==> src/hdl/sfp_map.svh <==
// constants for the stepper fault protection block
`ifndef SFP_MAP_SVH
`define SFP_MAP_SVH
`define SFP_CLK_MHZ          250
`define SFP_OSC_DIV_NS       156
`define SFP_OSC_DIV_CYC      ((`SFP_OSC_DIV_NS * `SFP_CLK_MHZ) / 1000)
`define SFP_TSD_MASK_TICKS   32
`define SFP_ISD_MASK_TICKS   8
`define SFP_BLANK_NS         400
`define SFP_BLANK_CYC        ((`SFP_BLANK_NS * `SFP_CLK_MHZ) / 1000)
`define SFP_LEVEL_FULL       2'h3
`define SFP_LEVEL_HIGH       2'h2
`define SFP_LEVEL_LOW        2'h1
`define SFP_LEVEL_ZERO       2'h0
`endif

==> src/hdl/sfp_pkg.sv <==
// types for the stepper fault protection block
package sfp_pkg;
  typedef logic [1:0] sfp_level_t;
  typedef enum logic [1:0] {
    SFP_RUN   = 2'b00,
    SFP_FAULT = 2'b01,
    SFP_STBY  = 2'b10
  } sfp_state_e;
endpackage

==> src/hdl/sfp_mask_if.sv <==
// interface carrying one fault detector's request and result
`timescale 1ns/1ps
interface sfp_mask_if;
  logic raw;
  logic tick;
  logic hold;
  logic trip;
  modport ctrl (output raw, output tick, output hold, input trip);
  modport filt (input raw, input tick, input hold, output trip);
endinterface

==> src/hdl/sfp_mask_filter.sv <==
// persistence filter counting fast oscillator ticks
`timescale 1ns/1ps
module sfp_mask_filter #(
  parameter int TICKS = 8
) (
  input  wire logic clk_in,
  input  wire logic rst_n_in,
  sfp_mask_if.filt  port
);
  logic [5:0] count;

  // condition must persist for TICKS oscillator cycles before tripping
  always_ff @(posedge clk_in) begin
    if (!rst_n_in || port.hold || !port.raw) begin
      count <= 6'h00;
    end else if (port.tick && count != 6'(TICKS)) begin
      count <= count + 6'h01;
    end
  end

  always_ff @(posedge clk_in) begin
    if (!rst_n_in || port.hold) begin
      port.trip <= 1'b0;
    end else begin
      port.trip <= port.raw && port.tick && (count == 6'(TICKS - 1));
    end
  end
endmodule

==> src/hdl/sfp_top.sv <==
// fault latch, output kill and current level select of the stepper driver
// How it works
// - over-temperature, once filtered, latches a fault and turns every output off
// - over-current, once filtered, latches a fault and turns every output off
// - fault stays latched until motor supply is lost or standby is entered
// - over-temperature must persist 32 fast oscillator cycles before latching
// - over-current must persist 8 fast oscillator cycles before latching
// - current-sense comparator changes ignored for 400 ns blanking after a switch
`timescale 1ns/1ps
`include "sfp_map.svh"
module sfp_top (
  input  wire logic            clk_in,
  input  wire logic            rst_n_in,
  input  wire logic            motor_supply_ok_in,
  input  wire logic            standby_n_in,
  input  wire logic            over_temp_in,
  input  wire logic            over_current_in,
  input  wire logic            sense_trip_in,
  input  wire logic            switch_event_in,
  input  wire logic [1:0]      current_level_sel_a_in,
  input  wire logic [1:0]      current_level_sel_b_in,
  output logic                 outputs_enable_out,
  output logic                 thermal_shutdown_out,
  output logic                 overcurrent_shutdown_out,
  output logic                 error_n_out,
  output logic                 sense_trip_out,
  output sfp_pkg::sfp_level_t  level_a_out,
  output sfp_pkg::sfp_level_t  level_b_out
);
  import sfp_pkg::*;

  sfp_state_e state;
  sfp_state_e next_state;
  logic [7:0] osc_div;
  logic       osc_tick;
  logic [7:0] blank_count;
  logic       clear_req;
  logic [1:0] sel_pair [2];
  sfp_level_t next_level [2];
  sfp_mask_if tsd_if ();
  sfp_mask_if isd_if ();

  // fast internal oscillator modelled as a tick from the system clock
  always_ff @(posedge clk_in) begin
    if (!rst_n_in || osc_div == 8'(`SFP_OSC_DIV_CYC - 1)) begin
      osc_div <= 8'h00;
    end else begin
      osc_div <= osc_div + 8'h01;
    end
  end
  assign osc_tick = (osc_div == 8'(`SFP_OSC_DIV_CYC - 1));

  assign clear_req = !motor_supply_ok_in || !standby_n_in;

  assign tsd_if.raw  = over_temp_in;
  assign tsd_if.tick = osc_tick;
  assign tsd_if.hold = clear_req;
  assign isd_if.raw  = over_current_in;
  assign isd_if.tick = osc_tick;
  assign isd_if.hold = clear_req;

  sfp_mask_filter #(.TICKS(`SFP_TSD_MASK_TICKS)) u_tsd (
    .clk_in   (clk_in),
    .rst_n_in (rst_n_in),
    .port     (tsd_if.filt)
  );

  sfp_mask_filter #(.TICKS(`SFP_ISD_MASK_TICKS)) u_isd (
    .clk_in   (clk_in),
    .rst_n_in (rst_n_in),
    .port     (isd_if.filt)
  );

  // a trip in the same cycle as a lost clear condition still latches
  always_comb begin
    next_state = state;
    case (state)
      SFP_RUN: begin
        if (clear_req) begin
          next_state = SFP_STBY;
        end else if (tsd_if.trip || isd_if.trip) begin
          next_state = SFP_FAULT;
        end
      end
      SFP_FAULT: begin
        if (clear_req) begin
          next_state = SFP_STBY;
        end
      end
      SFP_STBY: begin
        if (!clear_req && (tsd_if.trip || isd_if.trip)) begin
          next_state = SFP_FAULT;
        end else if (!clear_req) begin
          next_state = SFP_RUN;
        end
      end
      default: next_state = SFP_STBY;
    endcase
  end

  always_ff @(posedge clk_in) begin
    if (!rst_n_in) begin
      state <= SFP_STBY;
    end else begin
      state <= next_state;
    end
  end

  // each detector keeps its own flag, even once the other has shut down
  always_ff @(posedge clk_in) begin
    if (!rst_n_in || clear_req) begin
      thermal_shutdown_out <= 1'b0;
    end else if (tsd_if.trip) begin
      thermal_shutdown_out <= 1'b1;
    end
  end

  always_ff @(posedge clk_in) begin
    if (!rst_n_in || clear_req) begin
      overcurrent_shutdown_out <= 1'b0;
    end else if (isd_if.trip) begin
      overcurrent_shutdown_out <= 1'b1;
    end
  end

  always_ff @(posedge clk_in) begin
    if (!rst_n_in) begin
      outputs_enable_out <= 1'b0;
    end else begin
      outputs_enable_out <= (next_state == SFP_RUN);
    end
  end

  always_ff @(posedge clk_in) begin
    if (!rst_n_in) begin
      error_n_out <= 1'b1;
    end else begin
      error_n_out <= (next_state != SFP_FAULT);
    end
  end

  // blanking hides switching spikes from the chopping comparator
  always_ff @(posedge clk_in) begin
    if (!rst_n_in) begin
      blank_count <= 8'h00;
    end else if (switch_event_in) begin
      blank_count <= 8'(`SFP_BLANK_CYC);
    end else if (blank_count != 8'h00) begin
      blank_count <= blank_count - 8'h01;
    end
  end

  always_ff @(posedge clk_in) begin
    if (!rst_n_in) begin
      sense_trip_out <= 1'b0;
    end else begin
      sense_trip_out <= sense_trip_in && blank_count == 8'h00 && !switch_event_in;
    end
  end

  assign sel_pair[0] = current_level_sel_a_in;
  assign sel_pair[1] = current_level_sel_b_in;

  // same decode for both channels; bit 1 of a pair is the first select
  for (genvar ch = 0; ch < 2; ch++) begin : g_level
    always_comb begin
      case (sel_pair[ch])
        2'h3:    next_level[ch] = `SFP_LEVEL_FULL;
        2'h2:    next_level[ch] = `SFP_LEVEL_HIGH;
        2'h1:    next_level[ch] = `SFP_LEVEL_LOW;
        default: next_level[ch] = `SFP_LEVEL_ZERO;
      endcase
    end
  end

  always_ff @(posedge clk_in) begin
    if (!rst_n_in) begin
      level_a_out <= `SFP_LEVEL_ZERO;
      level_b_out <= `SFP_LEVEL_ZERO;
    end else begin
      level_a_out <= next_level[0];
      level_b_out <= next_level[1];
    end
  end
endmodule

==> config.mk <==
export PLATFORM = sky130hd
export DESIGN_NAME = sfp_top
export DESIGN_NICKNAME = d
export VERILOG_FILES = /design/src/hdl/sfp_pkg.sv /design/src/hdl/sfp_mask_if.sv /design/src/hdl/sfp_mask_filter.sv /design/src/hdl/sfp_top.sv
export VERILOG_INCLUDE_DIRS = /design/src /design/src/hdl
export SDC_FILE = /design/constraint.sdc
export NUM_CORES = 1
export LEC_CHECK = 0
export ABC_AREA = 0
export BUFFER_PORTS_ARGS = -buffer_cell sky130_fd_sc_hd__buf_2
export CAP_MARGIN = 30
export CORE_ASPECT_RATIO = 1.4
export CORE_MARGIN = 5
export CORE_UTILIZATION = 51
export DETAILED_ROUTE_END_ITERATION = 12
export PLACE_DENSITY = 0.78
export SETUP_SLACK_MARGIN = 0.5
export SLEW_MARGIN = 40
export SYNTH_ARGS = -nofsm -noshare
export SYNTH_HDL_FRONTEND = slang
export SYNTH_HIERARCHICAL = 1
export SYNTH_SLANG_ARGS = --single-unit
==> constraint.sdc <==
create_clock -name clk_in -period 2.67 [get_ports clk_in]
set_input_delay 0.4005 -clock clk_in [delete_from_list [all_inputs] [get_ports clk_in]]
set_output_delay 0.4005 -clock clk_in [all_outputs]
set_load 0.02 [all_outputs]
Yosys cells after proc, flatten, opt, wreduce, memory -nomap -nowiden
Cells that the tools add are included.
{"block": "classes", "addsub": 4, "mul": 0, "div": 0, "order_cmp": 0, "eq_ne": 14, "n_shift": 0, "n_mux": 10, "bitwise_logic": 1, "reduce_logical": 28}
{"op": "2-bit case mux with 3 select lines", "n": 3}
{"op": "7-bit two-way mux", "n": 2}
{"op": "6-bit by 1-bit adder with 6-bit output, second input constant", "n": 2}
{"op": "2-bit equality test, second input constant", "n": 5}
{"op": "2-bit two-way mux", "n": 5}
{"op": "1-bit logical AND", "n": 9}
{"op": "8-bit by 1-bit adder with 8-bit output, second input constant", "n": 1}
{"op": "8-bit by 6-bit equality test with 1-bit output, second input constant", "n": 1}
{"op": "8-bit zero test", "n": 1}
{"op": "8-bit nonzero test", "n": 1}
{"op": "8-bit by 1-bit subtractor with 8-bit output, second input constant", "n": 1}
{"op": "1-bit zero test", "n": 7}
{"op": "2-bit by 1-bit equality test with 1-bit output, second input constant", "n": 3}
{"op": "6-bit by 3-bit equality test with 1-bit output, second input constant", "n": 1}
{"op": "6-bit by 5-bit equality test with 1-bit output, second input constant", "n": 1}
{"op": "1-bit logical OR", "n": 6}
{"op": "6-bit by 4-bit inequality test with 1-bit output, second input constant", "n": 1}
{"op": "6-bit inequality test, second input constant", "n": 1}
{"op": "2-bit zero test", "n": 2}
{"op": "2-bit by 1-bit inequality test with 1-bit output, second input constant", "n": 1}
{"op": "2-bit nonzero test", "n": 1}
{"op": "2-bit OR reduction", "n": 1}
{"op": "1-bit inverter", "n": 1}
{"block": "totals", "regBits": 41, "latchBits": 0, "ram_bits": 0, "mem_bits_ro": 0, "input_bits": 12, "output_inout_bits": 9, "wordCells": 72, "memories": 0}

Depth between registers and ports, before layout
{"block": "logic_depth", "word_depth": 7, "ltp_mapped": 7, "mapped_depth_nobuf": 7}

Cells and area by module
The synthesis kept the hierarchy.
{"mod": "sfp_top", "n_inst": 1, "cells_per_inst": 114, "area_per_inst_um2": 1079.8, "seq_area_each_um2": 540.5}
{"mod": "sfp_mask_filter at u_tsd", "n_inst": 1, "cells_per_inst": 36, "area_per_inst_um2": 341.6, "seq_area_each_um2": 140.1}
{"mod": "sfp_mask_filter at u_isd", "n_inst": 1, "cells_per_inst": 37, "area_per_inst_um2": 339.1, "seq_area_each_um2": 140.1}

Least setup slack after synthesis
OpenSTA, ideal clock, no wires.
{"block": "synth_path", "path_type": "register -> register", "from": "reg osc_div[0]", "to": "reg u_tsd.count[5]", "setup_time_ns": 0.071, "arrival_ns": 1.805, "required_ns": 2.599, "path_slack_ns": 0.794, "path_stages_with_launch": 8, "n_path_buf": 0, "synth_period_minus_slack_ns": 1.876, "path_cell_list": "dfxtp_1 inv_1 ha_1 nor4bb_1 and3_1 nand4_2 or3_1 a21oi_1"}
{"block": "synth_via", "elab_chain_cells": 2}
{"element": "start: declaration", "line_no": "sfp_top.sv:34", "rtl": "logic [7:0] osc_div;"}
{"element": "start signal: assignment", "line_no": "sfp_top.sv:48", "rtl": "osc_div <= osc_div + 8'h01;"}
{"element": "8-bit by 6-bit equality test with 1-bit output", "line_no": "sfp_top.sv:51", "rtl": "assign osc_tick = (osc_div == 8'(`SFP_OSC_DIV_CYC - 1));"}
{"element": "named net isd_if.tick", "line_no": "sfp_mask_if.sv:5", "rtl": "logic tick;"}
{"element": "1-bit logical AND", "line_no": "sfp_mask_filter.sv:16", "rtl": "end else if (port.tick && count != 6'(TICKS)) begin"}
{"element": "end signal: assignment", "line_no": "sfp_mask_filter.sv:17", "rtl": "count <= count + 6'h01;"}
{"element": "end: declaration", "line_no": "sfp_mask_filter.sv:10", "rtl": "logic [5:0] count;"}
The timed path passes the listed nets, and every way through them passes these cells.
A chain may end at the register's enable or synchronous reset.

Final worst setup path
Same ends and word-level chain as after synthesis.

==> out/metrics.cfg <==
[worst_hold_path]
min_to=level_a_out[1]
hp-start=current_level_sel_a_in[1]
min_path_type=in2reg
worstHoldPathCells=2

[worst_setup_path]
cp_cell_sequence=inv_1 > ha_1 > nor4bb_1 > and3_2 > nand4_2 > or3_1 > a21oi_1
r2r-end=u_tsd/count[5]
r2r_slack_ns=0.72
max_stage_delay_ns=0.36
timing.rr.start=osc_div[0]
critPathLaunchType=flip-flop
end_kind=flip-flop
reg2regPathDepth=7
slowest_stage=and3_2
worstPathRequired_ns=2.90
worstPathMaxFanout=11
critPathKind=reg2reg
arrival_ns=2.18

[grt]
met1_usage_pct=15.9
antenna_found_initial=0
grt-ovfl-total=0
grt_pass1_vias=1320
grt_pass1_wl_microns=5410
grt_max_degree=16
grtUsageMet3_pct=4.69
grt_busiest_layer=met2
gr-usage-met2_pct=25.1
grt_usage_pct=14.8

[timing]
final_hold_viol_count=0
hold_ws_ns=0.300
fin_crit_sh_pct=73.0
fin_setup_tns_ns=0
finalSetupViolCount=0
relSlewSlack_pct=72.0
worst_clock_skew_ns=0.00278
rsz0062_at_grt=false
tightest_slew_ns=0.419
max_freq_mhz=513
min_period_ns=1.95
slew_viol_final=0

[clocking]
clk_pin_slew_ns=0.07
cts_num_sinks=41
postCtsSetupBuffers=0
clk_latency_ns=0.29
clock-root-buffer=clkbuf_8
cts_made_buffers=5
cts_tree=done
cts_buffer_depth=2
cts.htree.levels=2

[placed_design]
gp_congestion=0.816
hpwlAfterDp_microns=2350
portBuffers=20

[power_and_ir_drop]
cellLeakagePower_nw=0.787
ir_drop_uv=351
post-layout-total-power_mw=1.22
powerDensity_nw_per_um2=608

[synthesis]
yosys.area.top_type=dfxtp_1
synth_cell_types=46
syn_nets=206
syn_avg_cell_area_sq_um=9.41
ys_seq_elements=41
synthCells=187
synth_ff_type=dfxtp_1
synth.area.top_cells=dfxtp_1 47%, ha_1 5.0%, nor2_1 3.8%, nand2_1 3.0%, xor2_1 3.0%
synth_edf_count=0
synth_top_area_share_pct=46.6
synthArstFlopShare_pct=0
netlist_area_sq_um=1760
seq_area_frac_synth_pct=46.6
ys_warn_count=6

[routing]
vias=1423
firstDrtPassIters=4
finalWirelength_microns=3170
ant_nets=0
drcViolationCount=0
drt_iter0_markers=26
vias_per_cell=5.60
wl_per_cell_microns=12.5

[floorplan]
die_h_microns=79.5
boundaryPins=21
dieWidth_microns=59.7
core_area_sq_um=3350
num_rows=25
initial_utilization_pct=52.6
die_area_sq_um=4740

[final_layout]
nNetsFinal=232
antennaDiodeCount=0
syn2layout_area_growth_pct=14.1
final_common_cell=dfxtp_1
mostFrequentLayoutCells=41 x dfxtp_1, 20 x buf_2, 18 x nor2_1
drive_gt1_share_pct=17.8

[job]
maxCapViolations=0

[outcome]
outcome=finished, final reports clean

==> area by class of cell <==
| cell class | instances | area, sq um |
|---|---|---|
| Multi-Input combinational cell | 133 | 892 |
| Clock inverter | 1 | 5.00 |
| Fill cell | 301 | 1340 |
| Timing Repair Buffer | 20 | 100 |
| Inverter | 12 | 45.0 |
| Sequential cell | 41 | 821 |
| Clock buffer | 7 | 96.3 |
| Tap cell | 40 | 50.0 |
==> per-stage QoR <==
| stage | util [%] | std cells | instance area [sq um] | setup WS [ns] |
|---|---|---|---|---|
| 3_5_place_dp | 57.0 | 246 | 1910 | 0.609 |
| 6_report | 60.0 | 254 | 2010 | 0.721 |
| 2_1_floorplan | - | 187 | 1760 | 0.794 |
| 4_1_cts | 60.0 | 254 | 2010 | 0.602 |
| 5_1_grt | 60.0 | 254 | 2010 | 0.555 |
| 3_3_place_gp | 57.0 | 246 | 1910 | 0.687 |
==> registers in the layout (all words and copies together), names as in the netlist, 2 cells and up <==
| register | flops |
|---|---|
| blank_count | 8 |
| osc_div | 8 |
| u_isd/count | 6 |
| u_tsd/count | 6 |
| level_a_out | 2 |
| level_b_out | 2 |
| state | 2 |
==> cell usage after synthesis, drive strengths merged (2+ instances only) <==
cell and count:
nand2 14, nand3b 2, nor4 5, xor2 6
nor3 7, or3 6, inv 12, a31oi 2
nand4 7, a21oi 8, dfxtp 41, and3 2
nand3 5, o311a 2, ha 7, and3b 3
mux2i 3, nor2 18, and2 4, and4b 2
o21ai 7, xnor2 3, nor2b 2, nand4b 2
==> logic make-up (layout without fill, tap and decap cells) <==
group,count (synthesis),in the layout,synth area share [%]
AOI/OAI and AO/OA,29,29,11.2
xor gates and xnor gates,9,9,4.48
adders and majority gates,7,7,4.97
buffers and inverters,13,40,2.77
DFF,41,41,46.6
muxes,3,3,1.71
and+or+nand+nor,85,85,28.3
==> report_power, final <==
| group | internal, mW | switching [mW] | total [mW] |
|---|---|---|---|
| clock network | 0.233 | 0.207 | 0.440 |
| logic | 0.0569 | 0.0693 | 0.126 |
| registers | 0.633 | 0.0215 | 0.654 |
==> worst max path at each step <==
stage	cells past startpoint	endpoint	slack, ns	startpoint
after global placement	7	u_tsd/count[5]	0.69	osc_div[0]
final	7	u_tsd/count[5]	0.72	osc_div[0]
after CTS	7	u_tsd/count[5]	0.60	osc_div[0]
after global routing	6	u_isd/count[5]	0.56	osc_div[1]
after detailed placement	7	u_tsd/count[5]	0.61	osc_div[0]
after floorplan	7	u_tsd/count[5]	0.79	osc_div[0]
==> repair_timing <==
item / CTS / global route
hold buffers: 0 / 0
setup endpoints to repair: 0 / 2
resized for setup: 0 / 1
==> per-layer routing <==
layer	share of wire (%)	wire length (microns)
met3	6.5	207
met1	43	1360
met4	1.8	56
met5	0	0
met2	49	1540
==> worst max-delay path, delay by kind of cell, from the launching register on <==
kind | cells | cell delay [ns]
flip-flops | 1 | 0.35
buffers and inverters | 1 | 0.07
adder cells (fa/ha/maj) | 1 | 0.13
AO/OA/AOI/OAI | 1 | 0.14
AND/OR/NAND/NOR | 4 | 1.18
Note: power is estimated with default switching activity, not from simulation.
